$ cat src/shared/oag_defines.svh
// Notes on behaviour
// RULE1: Immediates decode as 2-bit selector, 4-bit, 8-bit, signed 8-bit and radix.
// RULE2: Soft vector is the 6-bit field, values 0 to 63, used directly.
// RULE3: Zero-page call target is the byte immediate, range 0000H to 00FFH.
// RULE4: Register direct access to 4-bit, 8-bit and 16-bit registers.
// RULE5: Indirect data address is the full first or second index register.
// RULE6: Post-increment forms add one to each selected index after transfer.
// RULE7: Short absolute counters and bit ops map to 0000H through 003FH.
// RULE8: Memory-relative branch adds the 4-bit word to the next address.
// RULE9: Short absolute I/O bit ops map field 0 to 3FH onto FFC0H-FFFFH.
// RULE10: Software takes care with bit ops on write-only or read-only I/O bits.
// RULE11: Relative jumps and call add signed byte offset to next address.
// RULE12: Jump by first data register offset, and jump to second index value.
// RULE13: Radix field selects the modulus for result and carry.
// RULE14: Writing the prefix register sets the extension pending flag.
// RULE15: Extension applies to the next instruction only, then the flag clears.
// RULE16: Extended index immediate forms use prefix high, operand low.
// RULE17: Software loads the complement of the high byte before extended compare.
// RULE18: Extended indirect goes to 0000H or FF00H plus prefix, index ignored.
// RULE19: Only non-incrementing indirect forms take the absolute extension.
// RULE20: Extended relative branches use a 16-bit offset, prefix high.
// RULE21: The data pair is second data register high, first data register low.
// RULE22: Interrupts wait until the extended instruction following has run.
// RULE23: Reset clears the extension pending flag.
`ifndef OAG_DEFINES_SVH
`define OAG_DEFINES_SVH
`define OAG_LOW_PAGE    16'h0000
`define OAG_IO_PAGE     16'hffc0
`define OAG_HIGH_PAGE   16'hff00
`define OAG_ONE16       16'h0001
`define OAG_ZERO16      16'h0000
`define OAG_RESET_EXT   1'b0
`endif

$ cat src/shared/oag_pkg.sv
package oag_pkg;
  typedef enum logic [3:0] {
    OAG_M_NONE   = 4'h0,
    OAG_M_IND    = 4'h1,
    OAG_M_ABS_LO = 4'h2,
    OAG_M_ABS_IO = 4'h3,
    OAG_M_REL8   = 4'h4,
    OAG_M_RELMEM = 4'h5,
    OAG_M_RELA   = 4'h6,
    OAG_M_JPY    = 4'h7,
    OAG_M_ZCALL  = 4'h8,
    OAG_M_SOFTV  = 4'h9,
    OAG_M_IMM8X  = 4'ha
  } oag_mode_e;
  typedef enum logic [3:0] {
    OAG_R_A = 4'h0, OAG_R_B = 4'h1, OAG_R_F = 4'h2, OAG_R_BA = 4'h3,
    OAG_R_IDXH = 4'h4, OAG_R_IDXL = 4'h5, OAG_R_EXT = 4'h6,
    OAG_R_RSP = 4'h7, OAG_R_NSP = 4'h8, OAG_R_X = 4'h9, OAG_R_Y = 4'ha
  } oag_reg_e;
endpackage

$ cat src/design/oag_radix.sv
`timescale 1ns/1ps
module oag_radix (
  // Operands.
  input  wire logic [3:0] a_in,
  input  wire logic [3:0] b_in,
  input  wire logic       carry_in,
  input  wire logic       sub_in,
  input  wire logic [3:0] radix_field,
  // Result.
  output logic      [3:0] sum_out,
  output logic            carry_out
);
  logic [4:0] modulus;
  logic [5:0] raw;
  // RULE13 radix modulus
  // Field value n selects modulus n plus one, so 15 means plain binary.
  always_comb begin
    modulus = {1'b0, radix_field} + 5'h01;
    if (sub_in) begin
      raw = {2'b00, a_in} - {2'b00, b_in} - {5'h00, carry_in};
      carry_out = raw[5];
      sum_out = raw[5] ? 4'(raw[3:0] + modulus[3:0]) : raw[3:0];
    end else begin
      raw = {2'b00, a_in} + {2'b00, b_in} + {5'h00, carry_in};
      carry_out = (raw >= {1'b0, modulus});
      sum_out = carry_out ? 4'(raw[3:0] - modulus[3:0]) : raw[3:0];
    end
  end
endmodule // oag_radix

$ cat src/design/oag_core.sv
`timescale 1ns/1ps
`include "oag_defines.svh"
module oag_core (
  // Clock and reset.
  input  wire logic        CLK,
  input  wire logic        RESET,
  // Decoded instruction fields.
  input  wire logic        EXEC,
  input  wire logic [3:0]  MODE,
  input  wire logic        USE_Y,
  input  wire logic        USE_Y2,
  input  wire logic        POST_INC,
  input  wire logic        POST_INC2,
  input  wire logic        EXT_CAPABLE,
  input  wire logic [12:0] INSTR,
  input  wire logic [15:0] NEXT_PC,
  input  wire logic [3:0]  MEM_NIBBLE,
  // Register direct write.
  input  wire logic        REG_WE,
  input  wire logic [3:0]  REG_SEL,
  input  wire logic [15:0] REG_WDATA,
  // Radix arithmetic.
  input  wire logic        RADIX_SUB,
  input  wire logic        RADIX_CIN,
  input  wire logic [3:0]  RADIX_B,
  // Interrupt request.
  input  wire logic        IRQ_REQ,
  // Outputs.
  output logic      [15:0] DATA_ADDR,
  output logic      [15:0] DATA_ADDR2,
  output logic      [15:0] BRANCH_TARGET,
  output logic      [15:0] IMM16,
  output logic      [5:0]  SOFT_VECTOR,
  output logic      [1:0]  BIT_SEL,
  output logic      [3:0]  NIBBLE_IMM,
  output logic      [15:0] REG_RDATA,
  output logic      [3:0]  RADIX_SUM,
  output logic             RADIX_COUT,
  output logic             EXT_PENDING,
  output logic             IRQ_ACCEPT,
  output logic      [15:0] INDEX_X,
  output logic      [15:0] INDEX_Y
);
  logic [3:0]  a_reg, b_reg, f_reg;
  logic [7:0]  ext_reg, rsp_reg, nsp_reg;
  logic [15:0] x_reg, y_reg;
  logic        ext_flag_reg;
  logic [7:0]  byte_immediate, signed_byte_offset;
  logic [5:0]  short_absolute_field;
  logic        ext_active, ext_write, cout_w;
  logic [15:0] addr_next, addr2_next, target_next, imm_next, rdata_next;
  logic [3:0]  sum_w;

  // RULE1 field decode
  assign byte_immediate       = INSTR[7:0];
  assign signed_byte_offset   = INSTR[7:0];
  assign short_absolute_field = INSTR[5:0];
  // RULE19 extension eligibility
  assign ext_active = ext_flag_reg && EXT_CAPABLE && !POST_INC && !POST_INC2;
  assign ext_write  = REG_WE && (REG_SEL == oag_pkg::OAG_R_EXT);

  always_comb begin
    addr_next   = `OAG_ZERO16;
    addr2_next  = `OAG_ZERO16;
    target_next = NEXT_PC;
    imm_next    = {8'h00, byte_immediate};
    case (MODE)
      oag_pkg::OAG_M_IND: begin
        // RULE18 absolute extension
        if (ext_active)
          addr_next = USE_Y ? (`OAG_HIGH_PAGE | {8'h00, ext_reg})
                            : (`OAG_LOW_PAGE | {8'h00, ext_reg});
        // RULE5 index address
        else
          addr_next = USE_Y ? y_reg : x_reg;
        addr2_next = USE_Y2 ? y_reg : x_reg;
      end
      // RULE7 low page
      oag_pkg::OAG_M_ABS_LO:
        addr_next = `OAG_LOW_PAGE | {10'h000, short_absolute_field};
      // RULE9 io page
      oag_pkg::OAG_M_ABS_IO:
        addr_next = `OAG_IO_PAGE | {10'h000, short_absolute_field};
      oag_pkg::OAG_M_REL8: begin
        // RULE20 wide offset
        if (ext_flag_reg && EXT_CAPABLE)
          target_next = 16'(NEXT_PC + {ext_reg, signed_byte_offset});
        // RULE11 signed offset
        else
          target_next = 16'(NEXT_PC + {{8{signed_byte_offset[7]}},
                                       signed_byte_offset});
      end
      // RULE8 memory offset
      oag_pkg::OAG_M_RELMEM: begin
        addr_next   = `OAG_LOW_PAGE | {10'h000, short_absolute_field};
        target_next = 16'(NEXT_PC + {12'h000, MEM_NIBBLE});
      end
      // RULE12 register jumps
      oag_pkg::OAG_M_RELA: target_next = 16'(NEXT_PC + {12'h000, a_reg});
      oag_pkg::OAG_M_JPY:  target_next = y_reg;
      // RULE3 zero page call
      oag_pkg::OAG_M_ZCALL: target_next = {8'h00, byte_immediate};
      // RULE2 soft vector
      oag_pkg::OAG_M_SOFTV: target_next = {10'h000, INSTR[5:0]};
      // RULE16 wide immediate
      oag_pkg::OAG_M_IMM8X:
        if (ext_flag_reg && EXT_CAPABLE)
          imm_next = {ext_reg, byte_immediate};
        else
          imm_next = {{8{byte_immediate[7]}}, byte_immediate};
      default: addr_next = `OAG_ZERO16;
    endcase
  end

  // RULE4 register read
  always_comb begin
    if (REG_SEL == oag_pkg::OAG_R_A) rdata_next = {12'h000, a_reg};
    else if (REG_SEL == oag_pkg::OAG_R_B) rdata_next = {12'h000, b_reg};
    else if (REG_SEL == oag_pkg::OAG_R_F) rdata_next = {12'h000, f_reg};
    // RULE21 data pair
    else if (REG_SEL == oag_pkg::OAG_R_BA) rdata_next = {8'h00, b_reg, a_reg};
    else if (REG_SEL == oag_pkg::OAG_R_IDXH) rdata_next = {8'h00, x_reg[15:8]};
    else if (REG_SEL == oag_pkg::OAG_R_IDXL) rdata_next = {8'h00, x_reg[7:0]};
    else if (REG_SEL == oag_pkg::OAG_R_EXT) rdata_next = {8'h00, ext_reg};
    else if (REG_SEL == oag_pkg::OAG_R_RSP) rdata_next = {8'h00, rsp_reg};
    else if (REG_SEL == oag_pkg::OAG_R_NSP) rdata_next = {8'h00, nsp_reg};
    else if (REG_SEL == oag_pkg::OAG_R_X) rdata_next = x_reg;
    else if (REG_SEL == oag_pkg::OAG_R_Y) rdata_next = y_reg;
    else rdata_next = `OAG_ZERO16;
  end

  oag_radix oag_radix_inst (
    .a_in        (a_reg),
    .b_in        (RADIX_B),
    .carry_in    (RADIX_CIN),
    .sub_in      (RADIX_SUB),
    .radix_field (INSTR[3:0]),
    .sum_out     (sum_w),
    .carry_out   (cout_w)
  );

  // RULE4 register write
  always_ff @(posedge CLK) begin
    if (RESET) begin
      a_reg   <= 4'h0;
      b_reg   <= 4'h0;
      f_reg   <= 4'h0;
      ext_reg <= 8'h00;
      rsp_reg <= 8'h00;
      nsp_reg <= 8'h00;
    end else if (REG_WE) begin
      if (REG_SEL == oag_pkg::OAG_R_A) a_reg <= REG_WDATA[3:0];
      else if (REG_SEL == oag_pkg::OAG_R_B) b_reg <= REG_WDATA[3:0];
      else if (REG_SEL == oag_pkg::OAG_R_F) f_reg <= REG_WDATA[3:0];
      else if (REG_SEL == oag_pkg::OAG_R_BA) begin
        b_reg <= REG_WDATA[7:4];
        a_reg <= REG_WDATA[3:0];
      end
      else if (REG_SEL == oag_pkg::OAG_R_EXT) ext_reg <= REG_WDATA[7:0];
      else if (REG_SEL == oag_pkg::OAG_R_RSP) rsp_reg <= REG_WDATA[7:0];
      else if (REG_SEL == oag_pkg::OAG_R_NSP) nsp_reg <= REG_WDATA[7:0];
    end
  end

  // Index registers; a direct write wins over a post-increment.
  always_ff @(posedge CLK) begin
    if (RESET) begin
      x_reg <= `OAG_ZERO16;
      y_reg <= `OAG_ZERO16;
    end else if (REG_WE && (REG_SEL == oag_pkg::OAG_R_X ||
                            REG_SEL == oag_pkg::OAG_R_IDXH ||
                            REG_SEL == oag_pkg::OAG_R_IDXL ||
                            REG_SEL == oag_pkg::OAG_R_Y)) begin
      if (REG_SEL == oag_pkg::OAG_R_X) x_reg <= REG_WDATA;
      else if (REG_SEL == oag_pkg::OAG_R_IDXH) x_reg[15:8] <= REG_WDATA[7:0];
      else if (REG_SEL == oag_pkg::OAG_R_IDXL) x_reg[7:0] <= REG_WDATA[7:0];
      else y_reg <= REG_WDATA;
    end else if (EXEC && MODE == oag_pkg::OAG_M_IND) begin
      // RULE6 post increment
      if ((POST_INC && !USE_Y) || (POST_INC2 && !USE_Y2))
        x_reg <= 16'(x_reg + `OAG_ONE16);
      if ((POST_INC && USE_Y) || (POST_INC2 && USE_Y2))
        y_reg <= 16'(y_reg + `OAG_ONE16);
    end
  end

  // Extension flag: a prefix write wins over consumption in the same cycle.
  always_ff @(posedge CLK) begin
    // RULE23 reset clear
    if (RESET)
      ext_flag_reg <= `OAG_RESET_EXT;
    // RULE14 set on write
    else if (ext_write)
      ext_flag_reg <= 1'b1;
    // RULE15 one shot
    else if (EXEC)
      ext_flag_reg <= 1'b0;
  end

  // Registered outputs.
  always_ff @(posedge CLK) begin
    if (RESET) begin
      DATA_ADDR     <= `OAG_ZERO16;
      DATA_ADDR2    <= `OAG_ZERO16;
      BRANCH_TARGET <= `OAG_ZERO16;
      IMM16         <= `OAG_ZERO16;
      SOFT_VECTOR   <= 6'h00;
      BIT_SEL       <= 2'h0;
      NIBBLE_IMM    <= 4'h0;
      REG_RDATA     <= `OAG_ZERO16;
      RADIX_SUM     <= 4'h0;
      RADIX_COUT    <= 1'b0;
      IRQ_ACCEPT    <= 1'b0;
    end else begin
      DATA_ADDR     <= addr_next;
      DATA_ADDR2    <= addr2_next;
      BRANCH_TARGET <= target_next;
      IMM16         <= imm_next;
      SOFT_VECTOR   <= INSTR[5:0];
      BIT_SEL       <= INSTR[1:0];
      NIBBLE_IMM    <= INSTR[3:0];
      REG_RDATA     <= rdata_next;
      RADIX_SUM     <= sum_w;
      RADIX_COUT    <= cout_w;
      // RULE22 interrupt deferral
      IRQ_ACCEPT    <= IRQ_REQ && !ext_flag_reg && !ext_write;
    end
  end

  assign EXT_PENDING = ext_flag_reg;
  assign INDEX_X     = x_reg;
  assign INDEX_Y     = y_reg;

  property p_ext_set;
    @(posedge CLK) disable iff (RESET) ext_write |=> ext_flag_reg;
  endproperty
  a_ext_set: assert property (p_ext_set) else $error("flag not set"); // RULE14
  property p_ext_clr;
    @(posedge CLK) disable iff (RESET)
      (EXEC && !ext_write && ext_flag_reg) |=> !ext_flag_reg;
  endproperty
  a_ext_clr: assert property (p_ext_clr) else $error("flag kept"); // RULE15
  property p_low;
    @(posedge CLK) disable iff (RESET)
      (MODE == oag_pkg::OAG_M_ABS_LO) |=> DATA_ADDR[15:6] == 10'h000;
  endproperty
  a_low: assert property (p_low) else $error("low page wrong"); // RULE7
  property p_io;
    @(posedge CLK) disable iff (RESET)
      (MODE == oag_pkg::OAG_M_ABS_IO) |=> DATA_ADDR[15:6] == 10'h3ff;
  endproperty
  a_io: assert property (p_io) else $error("io page wrong"); // RULE9
  property p_zc;
    @(posedge CLK) disable iff (RESET)
      (MODE == oag_pkg::OAG_M_ZCALL)
        |=> BRANCH_TARGET == {8'h00, $past(INSTR[7:0])};
  endproperty
  a_zc: assert property (p_zc) else $error("zero call wrong"); // RULE3
  property p_irq;
    @(posedge CLK) disable iff (RESET) ext_flag_reg |=> !IRQ_ACCEPT;
  endproperty
  a_irq: assert property (p_irq) else $error("irq not deferred"); // RULE22
  property p_ind;
    @(posedge CLK) disable iff (RESET)
      (MODE == oag_pkg::OAG_M_IND && !ext_flag_reg && !USE_Y)
        |=> DATA_ADDR == $past(x_reg);
  endproperty
  a_ind: assert property (p_ind) else $error("index address"); // RULE5
  property p_inc;
    @(posedge CLK) disable iff (RESET)
      (EXEC && MODE == oag_pkg::OAG_M_IND && POST_INC && !USE_Y && !REG_WE)
        |=> x_reg == 16'($past(x_reg) + `OAG_ONE16);
  endproperty
  a_inc: assert property (p_inc) else $error("post inc"); // RULE6
  property p_pair;
    @(posedge CLK) disable iff (RESET)
      (REG_SEL == oag_pkg::OAG_R_BA) |=> REG_RDATA[7:4] == $past(b_reg);
  endproperty
  a_pair: assert property (p_pair) else $error("pair order"); // RULE21
  c_ext: cover property (@(posedge CLK) ext_write ##[1:2] EXEC);
  c_rel: cover property (@(posedge CLK)
    MODE == oag_pkg::OAG_M_REL8 && ext_flag_reg);
  c_abs: cover property (@(posedge CLK)
    MODE == oag_pkg::OAG_M_IND && ext_active);
endmodule // oag_core

$ cat config.mk
export PLATFORM = sky130hd
export DESIGN_NAME = oag_core
export DESIGN_NICKNAME = d
export VERILOG_FILES = /design/src/shared/oag_pkg.sv /design/src/design/oag_radix.sv /design/src/design/oag_core.sv
export VERILOG_INCLUDE_DIRS = /design/src /design/src/shared
export SDC_FILE = /design/constraint.sdc
export NUM_CORES = 1
export LEC_CHECK = 0
export BUFFER_PORTS_ARGS = -buffer_cell sky130_fd_sc_hd__buf_2
export CAP_MARGIN = 5
export CORE_MARGIN = 2
export CORE_UTILIZATION = 54
export DETAILED_ROUTE_END_ITERATION = 8
export PLACE_DENSITY = 0.85
export SETUP_SLACK_MARGIN = 0.05
export SYNTH_ARGS = -nofsm -noshare
export SYNTH_HDL_FRONTEND = slang
export SYNTH_SLANG_ARGS = --single-unit
$ cat constraint.sdc
create_clock -name CLK -period 7.81 [get_ports CLK]
set_clock_uncertainty 0.2 [all_clocks]
set_input_delay 1.562 -clock CLK [delete_from_list [all_inputs] [get_ports CLK]]
set_output_delay 1.562 -clock CLK [all_outputs]
set_load 0.01 [all_outputs]
# Word level (Yosys, flattened, before mapping)

Cells that the tools add are included.

Reductions and logical operators: 44
Bitwise gates (word level): 8
Eq/ne operators: 29
Muxes and demuxes: 46
Add/subtract/negate cells: 13
Magnitude comparators: 1

Operators by type and width:

| operator                                                              | number |
|---|---|
| 16-bit 2-to-1 mux                                                     | 18 |
| 16-bit case mux with 6 select lines                                   | 1 |
| 8-bit 2-to-1 mux                                                      | 10 |
| 4-bit 2-to-1 mux                                                      | 13 |
| 16-bit case mux with 3 select lines                                   | 1 |
| 16-bit by 1-bit adder with 16-bit output, second input constant       | 2 |
| 16-bit adder                                                          | 2 |
| 16-bit by 4-bit adder with 16-bit output                              | 2 |
| 4-bit by 3-bit equality test with 1-bit output, second input constant | 8 |
| 4-bit equality test, second input constant                            | 6 |
| 4-bit by 2-bit equality test with 1-bit output, second input constant | 4 |
| 4-bit AND reduction                                                   | 4 |
| 1-bit logical AND                                                     | 12 |
| 2-bit != test, second input constant                                  | 6 |
| 2-bit nonzero test                                                    | 6 |
| 10-bit OR reduction                                                   | 1 |
| 3-bit != test, second input constant                                  | 3 |
| 4-bit by 1-bit equality test with 1-bit output, second input constant | 2 |
| 1-bit inverter                                                        | 8 |
| 8-bit AND reduction                                                   | 1 |
| 7-bit AND reduction                                                   | 1 |
| 6-bit by 1-bit adder with 6-bit output                                | 1 |
| 6-bit by 5-bit >= comparator with 1-bit output                        | 1 |
| 1-bit logical NOT                                                     | 6 |
| 14 further kinds                                                      | 22 |

Register bits: 167
Output and inout bits: 131
Input port bits: 73
Logic and storage cells: 165

# Longest topological paths before layout

Gate-level depths: netlist of run 1.

Depth in word-level cells: 12
Gate-level depth with buffers: 15
Mapped depth without buffers: 14

# Cells and area by module

From an unflattened synthesis of run 1, not the netlist that was laid out.

Cell total of the unflattened synthesis: 1157
Area total of the unflattened synthesis: 9456.6 µm²

By module, submodules not included:

| module    | sequential area each (µm²) | cells an instance | area an instance (µm²) | times used |
|---|---|---|---|---|
| oag_core  | 3103.0                     | 1056              | 8597.0                 | 1 |
| oag_radix | 0.0                        | 101               | 859.6                  | 1 |

# Least setup slack after synthesis of run 1

Ideal clock, no wire load.

Path type: in2reg
Start point: input MODE[3]
End point: register BRANCH_TARGET[15]
Data required time: 7.475 ns
Slack: 3.343 ns
Cell stages on the path: 15
Arrival time: 4.132 ns
Setup time: 0.135 ns
Path through: clkbuf_1 > nand2b_1 > buf_2 > buf_1 > nor3_1 > a21oi_1 > a21oi_1 > a21oi_1 > ha_1 > o21ai_0 > or4_1 > o21ai_0 > o21bai_1 > a21boi_0 > o211ai_1

Longest elaborated chain between the ends: 2

RTL lines:

| item                                                                                  | line            | RTL |
|---|---|---|
| start: declaration                                                                    | oag_core.sv:9   | `input wire logic [3:0] MODE,` |
| 4-bit equality test or 4-bit by 3-bit equality test with 1-bit output (tied branches) | oag_core.sv:67  | `case (MODE)` |
| 16-bit case mux with 6 select lines (*)                                               | oag_core.sv:67  |  |
| end signal: assignment                                                                | oag_core.sv:205 | `` BRANCH_TARGET <= `OAG_ZERO16; `` |
| end signal: assignment                                                                | oag_core.sv:217 | `BRANCH_TARGET <= target_next;` |
| end: declaration                                                                      | oag_core.sv:31  | `output logic [15:0] BRANCH_TARGET,` |

Every way passes the cells marked *; elsewhere a longest branch is shown, timed or not.
A chain may end at the register's enable or synchronous reset.

# Final worst setup path of run 1

Start point: input MODE[2]
End point: register BRANCH_TARGET[15]

Same word-level chain as after synthesis.

==> results of run 1 <==
-- worst paths after layout --
kind         cells past startpoint                 to  slack [ns]
max                             11  BRANCH_TARGET[15]        2.80
min                              2         nsp_reg[2]        0.29
max reg2reg                     10  BRANCH_TARGET[15]        4.27
min reg2reg                      2         nsp_reg[2]        0.29
-- logic make-up (layout without fill, tap and decap cells) --
logic type / after synthesis / after routing / synth area share (%)
AOI/OAI and AO/OA: 353 / 353 / 23.2
DFF: 155 / 155 / 32.1
buffers and inverters: 137 / 264 / 6.57
muxes: 86 / 86 / 9.13
and+or+nand+nor: 418 / 418 / 20.8
xor gates and xnor gates: 22 / 22 / 2.07
adders and majority gates: 44 / 44 / 6.09
-- power by group through the flow --
stage	sequential, µW	combinational, µW	clock [µW]
floorplan	849	260	0
global route	827	411	978
detailed placement	843	365	0
global placement	842	358	0
CTS	825	369	934
finish	825	378	940
-- per-layer routing --
metal / vias to the layer above / share of wire, %
met3: 93 / 13
met1: 4538 / 38
met5: - / 0
met4: 0 / 2.6
li1: 4582 / -
met2: 712 / 46
-- layout make-up --
cell class                 instances  area, µm²
multi-input combinational        923       5930
clock buffer                      20        447
timing repair buffer             201       1020
fill                            1508       6320
inverter                          31        116
sequential                       155       3100
tap                              225        282
clock inverter                    12        209
-- metrics by stage --
step | worst slack, ns | hold slack (ns)
6_report | 2.80 | 0.295
5_1_grt | 2.58 | 0.315
4_1_cts | 2.96 | 0.300
3_5_place_dp | 2.54 | 0.284
3_3_place_gp | 2.58 | 0.265
2_1_floorplan | 3.34 | 0.251
-- tightest hold or removal path, delay by kind of cell, from the launching register on --
family	cells	cell delay (ns)
simple gates	1	0.07
flops	1	0.33
mux	1	0.06
-- cell usage in the layout, fill, tap and decap left out, types with 4 or more instances in the layout --
| master | netlist | layout |
|---|---|---|
| o21a_1 | 15 | 15 |
| mux2i_1 | 78 | 78 |
| a211oi_1 | 18 | 18 |
| nand3b_1 | 6 | 6 |
| fa_1 | 5 | 5 |
| buf_4 | 15 | 4 |
| bufinv_16 | 0 | 5 |
| a31oi_1 | 12 | 12 |
| xnor2_1 | 11 | 11 |
| o22ai_1 | 19 | 19 |
| o221ai_1 | 5 | 5 |
| a22o_1 | 5 | 5 |
| dfxtp_1 | 155 | 155 |
| buf_2 | 21 | 197 |
| nor4_1 | 8 | 8 |
| nand2b_1 | 18 | 18 |
| a221oi_1 | 5 | 5 |
| a21oi_1 | 119 | 119 |
| o21ai_0 | 75 | 75 |
| a22oi_1 | 23 | 23 |
| nor2_1 | 147 | 147 |
| nor2b_1 | 30 | 30 |
| nor3b_1 | 7 | 7 |
| a21o_1 | 10 | 10 |
| or3_1 | 5 | 5 |
| clkbuf_16 | 0 | 17 |
| ha_1 | 39 | 39 |
| nand3_1 | 28 | 28 |
| nand2_1 | 84 | 84 |
| xor2_1 | 10 | 10 |
| and2_1 | 14 | 14 |
| and3_1 | 11 | 11 |
| inv_1 | 29 | 29 |
| mux2_2 | 7 | 7 |
| o31ai_1 | 4 | 4 |
| nor3_1 | 32 | 31 |
| nand4_1 | 14 | 14 |
| o211ai_1 | 4 | 4 |
==> impl_metrics.json, run 1 <==
{
  "status": "finished, final reports clean",
  "synth_nets": 1332,
  "p_switching_uw": 605,
  "antenna_found_initial": 0,
  "dpl-instance-area_mm2": 0.0104,
  "required_ns": 7.91,
  "cpPeakStageDelay_ns": 0.82,
  "syn_avg_cell_area_um2": 7.95,
  "slew_headroom_pct": 21.7,
  "route.detailed.drc": 0,
  "period_minus_slack_ns": 5.01,
  "grt_pass1_wl_um": 48100,
  "worstHoldStart": "nsp_reg[2]",
  "crit_type": "primary input to flip-flop",
  "io_buffers": 198,
  "switching_share_pct": 28.2,
  "syn2layout_area_growth_pct": 14.9,
  "fin_area_mm2": 0.0111,
  "diodes": 0,
  "path_clk_slew_ns": 0.07,
  "clkPwrFrac_pct": 43.8,
  "cts_setup_buffers": 0,
  "cp_max_fo": 20,
  "pin_count": 204,
  "cp-startpoint": "MODE[2]",
  "cp.buffers_inverters": 1,
  "cts_buffer_depth": 2,
  "worstSetupStartpointType": "primary input",
  "tns_ns": 0,
  "die_y_um": 138,
  "insertion_delay_ns": 0.45,
  "fmax_ghz": 0.200,
  "hp-class": "flip-flop to flip-flop",
  "finalWeightedCongestion": 0.967,
  "ys_ff_latch": 155,
  "synth_edf_count": 0,
  "crit_top_cell": "nor2_1",
  "drtIter0Drc": 1630,
  "finalSetupViolations": 0,
  "synth-seq-area-share_pct": 32.1,
  "grt_usage_pct": 32.8,
  "intPower_uw": 1540,
  "power.density_mw_per_mm2": 193,
  "grt_pass1_vias": 8956,
  "finalNonFillerCells": 1567,
  "synthArstFlopShare_pct": 0,
  "synthTopCellsByCount": "dfxtp_1, nor2_1, a21oi_1",
  "syn-cell-area_mm2": 0.00966,
  "drt_pass1_iterations": 9,
  "final_max_slew_viol_count": 0,
  "rows": 48,
  "synth_flop_cell": "dfxtp_1",
  "fin_crit_sh_pct": 64.1,
  "use_met3_pct": 8.13,
  "dp_cells": 1535,
  "synth_top_area_share_pct": 32.1,
  "gr-usage-met2_pct": 51.4,
  "rsz0062_at_grt": "false",
  "grt_overflow": 0,
  "vdd_drop_max_mv": 0.168,
  "grt_max_degree": 75,
  "cts_sinks": 155,
  "p_total_uw": 2140,
  "p_leak_uw": 0.00471,
  "busiest_layer": "met2",
  "worst_path_max_delay_cell": "nor2_1",
  "vias": 9925,
  "grt_use_met1_pct": 43.2,
  "cts_htree_levels": 4,
  "crit_family": "simple AND/OR/NAND/NOR gates",
  "cap_violations": 0,
  "nNetsFinal": 1446,
  "combPwrFrac_pct": 17.6,
  "ant_nets": 0,
  "start_util_pct": 55.5,
  "dp_hpwl_um": 22200,
  "crit_chain": "buf_2 -> nand2b_1 -> nor2_1 -> nor2_1 -> ha_1 -> nand4_1 -> or4_1 -> o21ai_0 -> o21bai_1 -> a21boi_0 -> o211ai_1",
  "finalCoreUtilization_pct": 63.7,
  "routed_via_density": 6.33,
  "design.die.area_mm2": 0.0190,
  "die_w_um": 138,
  "cts_root_buffer": "clkbuf_16",
  "cts_resized": 0,
  "end_kind": "flip-flop",
  "hold_viol": 0,
  "ctsHoldBuffers": 0,
  "synth.area.top_cells": "dfxtp_1, mux2i_1, a21oi_1",
  "synth_top_area_cell": "dfxtp_1",
  "yosysMostFrequentCell": "dfxtp_1",
  "core_area_mm2": 0.0174,
  "drive_above_1_share_pct": 19.3,
  "routed_wl_um": 31500,
  "cts_made_buffers": 17,
  "seqPwrFrac_pct": 38.5,
  "yosys_warnings": 0,
  "synth.distinct_cells": 80,
  "routedWlPerCell_um": 20.1,
  "worstPathArrival_ns": 5.11,
  "r2r-start": "EXT_PENDING",
  "cts_tree": "yes",
  "tightestPinTransition_ns": 1.16,
  "syn_inst": 1215
}
Power figures use the tool's default switching activity.
==> inputs of run 2 (changes only) <==
ABC_AREA = 1   (was not set)
CORE_UTILIZATION = 50   (was 54)
PLACE_DENSITY = 0.83   (was 0.85)
clock period = 4.1 ns   (was 7.81 ns; I/O delays follow)
==> impl_metrics.json, run 2 <==
{
  "design.die.area_mm2": 0.0201,
  "min_path_cells": 2,
  "rows": 50,
  "use_met3_pct": 6.65,
  "vias": 10600,
  "cts_setup_buffers": 0,
  "cts_htree_levels": 4,
  "final_common_cell": "nand2_1",
  "grt_max_degree": 71,
  "tns_ns": 0,
  "synth_edf_count": 0,
  "worstSetupStartpointType": "primary input",
  "die_y_um": 142,
  "routed_wl_um": 32500,
  "synth-seq-area-share_pct": 32.7,
  "worstHoldStart": "rsp_reg[0]",
  "cts_resized": 0,
  "grt_usage_pct": 31.9,
  "cts_made_buffers": 17,
  "rsz0062_at_grt": "false",
  "r2r-start": "a_reg[1]",
  "synth.area.top_cells": "dfxtp_1, nand2_1, a21oi_1",
  "grt_overflow": 0,
  "yosys_warnings": 0,
  "required_ns": 4.26,
  "io_buffers": 198,
  "reg2reg_to": "RADIX_SUM[0]",
  "synthTopCellsByCount": "nand2_1, nor2_1, inv_1",
  "status": "finished, final reports clean",
  "cap_violations": 0,
  "core_area_mm2": 0.0186,
  "power.density_mw_per_mm2": 349,
  "vdd_drop_max_mv": 0.310,
  "grt_pass1_vias": 9705,
  "insertion_delay_ns": 0.44,
  "dp_hpwl_um": 24200,
  "finalWeightedCongestion": 0.985,
  "ant_nets": 0,
  "antenna_found_initial": 0,
  "finalCoreUtilization_pct": 59.1,
  "hp-class": "flip-flop to flip-flop",
  "path_clk_slew_ns": 0.07,
  "grt_pass1_wl_um": 49900,
  "synth.distinct_cells": 51,
  "cp-startpoint": "RADIX_B[0]",
  "slew_headroom_pct": 49.7,
  "syn_inst": 1431,
  "syn_avg_cell_area_um2": 6.62,
  "busiest_layer": "met2",
  "gr-usage-met2_pct": 50.8,
  "drive_above_1_share_pct": 17.6,
  "hold_viol": 0,
  "p_leak_uw": 0.00527,
  "ctsHoldBuffers": 0,
  "fin_crit_sh_pct": 83.0,
  "yosysMostFrequentCell": "nand2_1",
  "synth_nets": 1548,
  "routedWlPerCell_um": 17.7,
  "cts_buffer_depth": 2,
  "routed_via_density": 5.77,
  "nNetsFinal": 1710,
  "synth_top_area_cell": "dfxtp_1",
  "synthArstFlopShare_pct": 0,
  "worstPathArrival_ns": 3.57,
  "synth_top_area_share_pct": 32.7,
  "grt_use_met1_pct": 42.3,
  "min_to": "rsp_reg[0]",
  "drtIter0Drc": 1098,
  "final_cell_mix": "nand2_1, buf_2, nor2_1, inv_1, dfxtp_1",
  "rr_worst_depth": 14,
  "r2r_slack_ns": 0.79,
  "synth_flop_cell": "dfxtp_1",
  "pin_count": 204,
  "syn-cell-area_mm2": 0.00948,
  "cts_tree": "yes",
  "cts_root_buffer": "clkbuf_16",
  "cts_sinks": 155,
  "period_minus_slack_ns": 3.40,
  "die_w_um": 142,
  "nFillCells": 1781,
  "syn2layout_area_growth_pct": 16.2,
  "tightestPinTransition_ns": 0.754,
  "start_util_pct": 50.8,
  "fmax_ghz": 0.294,
  "cp_max_fo": 6,
  "ys_ff_latch": 155,
  "end_kind": "flip-flop",
  "route.detailed.drc": 0,
  "diodes": 0,
  "final_max_slew_viol_count": 0,
  "crit_type": "primary input to flip-flop",
  "drt_pass1_iterations": 6,
  "finalSetupViolations": 0
}
[run 2: cell count changes after synthesis, moves of 18 or more]
cell / previous run / this run
a211oi_1: 18 / 0
a22oi_1: 23 / 0
clkbuf_1: 57 / 23
inv_1: 29 / 162
mux2i_1: 78 / 0
nand2_1: 84 / 320
nand2b_1: 18 / 0
nand3_1: 28 / 85
nor2b_1: 30 / 0
o21ai_0: 75 / 125
[run 2: power by group]
group	leakage [µW]	internal (µW)	switching (µW)	total [µW]
clock network	0.000258	794	724	1520
logic	0.00375	251	484	735
registers	0.00126	1560	38.0	1590
total	0.00527	2600	1250	3850
[run 2: worst max-delay path, stage by stage]
cell	delay, ns
buf_2	0.12
ha_1	0.22
fa_1	0.46
ha_1	0.24
xor2_1	0.20
inv_1	0.06
ha_1	0.35
nand2_1	0.10
nand3_1	0.09
nand2_1	0.06
nand2_1	0.05
a21oi_1	0.27
nand2_1	0.21
nand2_1	0.10
nand3_1	0.07
a21oi_1	0.14
[run 2: routing by layer]
| metal | vias up | share of wire [%] |
|---|---|---|
| li1 | 5056 | - |
| met1 | 4775 | 40 |
| met2 | 683 | 45 |
| met3 | 97 | 12 |
| met4 | 0 | 3.3 |
| met5 | - | 0 |
[run 2: worst max-delay path by stage]
stage,endpoint,cells after the start
floorplan,RADIX_SUM[3],16
global placement,RADIX_SUM[3],17
detailed placement,RADIX_SUM[3],17
CTS,RADIX_SUM[3],17
global route,RADIX_SUM[3],17
finish,RADIX_SUM[0],16
[run 2: cells by family after synthesis]
family                   count (synthesis)  synth area share (%)
AND/OR/NAND/NOR                        646                  29.4
AO/OA/AOI/OAI                          336                  19.8
buffers and inverters                  239                  10.8
flip-flops                             155                  32.7
adder cells (fa/ha/maj)                 44                  6.20
XOR/XNOR                                11                  1.02
[run 2: cell type report]
cell class,instances,area [µm²],area share [%]
Clock buffer,17,425,3.86
Timing Repair Buffer,206,1050,9.54
Multi-Input combinational cell,1037,5350,48.6
Clock inverter,15,130,1.18
Sequential cell,155,3100,28.2
Inverter,176,663,6.02
Tap cell,234,293,2.66
[run 2: stage by stage]
stage / power (µW) / cells / setup WS (ns) / hold WS (ns) / instance area [µm²]
final: 3850 / 1840 / 0.697 / 0.252 / 11000
after detailed placement: 2340 / 1808 / 0.290 / 0.237 / 10500
after global placement: 2330 / 1808 / 0.307 / 0.232 / 10500
after CTS: 3830 / 1840 / 0.728 / 0.251 / 11000
after global routing: 4000 / 1840 / 0.443 / 0.278 / 11000
after floorplan: 2110 / 1431 / 0.665 / 0.224 / 9480
==> inputs of run 3 (changes only) <==
CORE_UTILIZATION = 54   (was 50)
PLACE_DENSITY = 0.85   (was 0.83)
clock period = 3.42 ns   (was 4.1 ns; I/O delays follow)
==> impl_metrics.json, run 3 (synthesized netlist as in run 2, its figures left out) <==
{
  "status": "finished, final reports clean",
  "crit_top_cell": "nand2_1",
  "clkPwrFrac_pct": 40.5,
  "combPwrFrac_pct": 19.1,
  "crit_family": "adder cells",
  "hp-class": "flip-flop to flip-flop",
  "cts_sinks": 155,
  "io_buffers": 198,
  "setup_slack_ns": 0.238,
  "rsz0062_at_grt": "false",
  "syn2layout_area_growth_pct": 17.2,
  "insertion_delay_ns": 0.44,
  "grt_overflow": 0,
  "nNetsFinal": 1720,
  "routed_via_density": 5.79,
  "final_max_slew_viol_count": 0,
  "slew_headroom_pct": 47.5,
  "period_minus_slack_ns": 3.18,
  "switching_share_pct": 30.7,
  "grt_usage_pct": 34.7,
  "worstSetupStartpointType": "flip-flop",
  "drtIter0Drc": 1310,
  "finalCoreUtilization_pct": 64.5,
  "nFillCells": 1596,
  "crit_chain": "fa_1 -> ha_1 -> xor2_1 -> inv_1 -> ha_1 -> nand2_1 -> nand3_1 -> nand2_1 -> nand2_1 -> a21oi_1 -> nand2_1 -> nand2_1 -> nand2_1 -> nor2_1 -> nor2_1",
  "cts_made_buffers": 17,
  "cap_violations": 0,
  "p_total_uw": 4740,
  "die_w_um": 136,
  "cts_htree_levels": 4,
  "crit_type": "flip-flop to flip-flop",
  "routedWlPerCell_um": 17.8,
  "power.density_mw_per_mm2": 426,
  "end_kind": "flip-flop",
  "tightestPinTransition_ns": 0.785,
  "finalWeightedCongestion": 0.962,
  "path_clk_slew_ns": 0.07,
  "ctsHoldBuffers": 0,
  "p_switching_uw": 1450,
  "start_util_pct": 55.0,
  "dp_hpwl_um": 24500,
  "vias": 10700,
  "route.detailed.drc": 0,
  "ant_nets": 0,
  "intPower_uw": 3280,
  "required_ns": 3.56,
  "grt_pass1_wl_um": 49700,
  "fin_crit_sh_pct": 93.0,
  "cts_setup_buffers": 0,
  "final_cell_mix": "nand2_1, buf_2, nor2_1, inv_1, dfxtp_1",
  "worstPathArrival_ns": 3.32,
  "vdd_drop_max_mv": 0.397,
  "routed_wl_um": 32800,
  "hold_viol": 0,
  "rows": 48,
  "diodes": 0,
  "core_area_mm2": 0.0172,
  "cpPeakStageDelay_ns": 0.60,
  "worst_path_max_delay_cell": "dfxtp_1",
  "finalSetupViolations": 0,
  "cts_buffer_depth": 2,
  "fin_area_mm2": 0.0111,
  "final_common_cell": "nand2_1",
  "cp_max_fo": 8,
  "design.die.area_mm2": 0.0186,
  "fmax_ghz": 0.314,
  "dpl-instance-area_mm2": 0.0105,
  "place_ws_ns": -0.124,
  "drive_above_1_share_pct": 18.2,
  "drt_pass1_iterations": 6,
  "antenna_found_initial": 0,
  "seqPwrFrac_pct": 40.4,
  "cp.buffers_inverters": 1,
  "p_leak_uw": 0.00533,
  "die_y_um": 136,
  "grt_pass1_vias": 9544,
  "pin_count": 204,
  "cts_tree": "yes",
  "grt_max_degree": 71,
  "cts_root_buffer": "clkbuf_16"
}
==> run 3: cell type report <==
cell class                 instances  area (µm²)  share of cell area [%]
clock inverter                    13         144                    1.29
clock buffer                      19         443                    3.99
multi-input combinational       1037        5350                    48.2
inverter                         176         663                    5.97
tap                              225         282                    2.53
timing repair buffer             216        1130                    10.1
sequential                       155        3100                    27.9
==> run 3: routing by layer <==
metal,share of wire [%],vias up,wire length [µm],GRT usage [%]
li1,-,5083,-,-
met1,41,4783,13500,48.1
met2,44,688,14600,53.6
met3,11,101,3620,5.56
met4,3.3,0,1090,14.4
met5,0,-,0,0
==> run 3: what timing repair did <==
item | CTS | global route
endpoints found under the setup margin | 0 | 3
endpoints found under the hold margin | 0 | 0
gates resized for setup | 0 | 3
==> run 3: power by group through the flow <==
stage                     Combinational (µW)  Sequential [µW]  Clock, µW
after CTS                                884             1910       1910
after detailed placement                 879             1950          0
after floorplan                          562             1960          0
after global routing                    1000             1920       1990
final                                    904             1910       1920
after global placement                   867             1950          0
==> run 3: path summary, 6_finish.rpt <==
check,depth (start not counted),start,slack (ns),end
setup / recovery,15,a_reg[1],0.24,RADIX_SUM[3]
hold / removal,2,rsp_reg[1],0.25,rsp_reg[1]
setup reg to reg,15,a_reg[1],0.24,RADIX_SUM[3]
hold reg to reg,2,rsp_reg[1],0.25,rsp_reg[1]
==> run 3: metrics by stage <==
stage / hold WS (ns) / std cells / setup TNS, ns
after floorplan: 0.224 / 1431 / 0
after global placement: 0.233 / 1809 / -0.257
after detailed placement: 0.246 / 1809 / -0.503
after CTS: 0.256 / 1841 / 0
after global routing: 0.275 / 1841 / 0
final: 0.251 / 1841 / 0
==> run 3: tightest hold or removal path, delay by kind of cell, from the launching register on <==
family / cells / cell delay, ns
flops: 1 / 0.31
buf+inv: 1 / 0.04
compound gates: 1 / 0.05
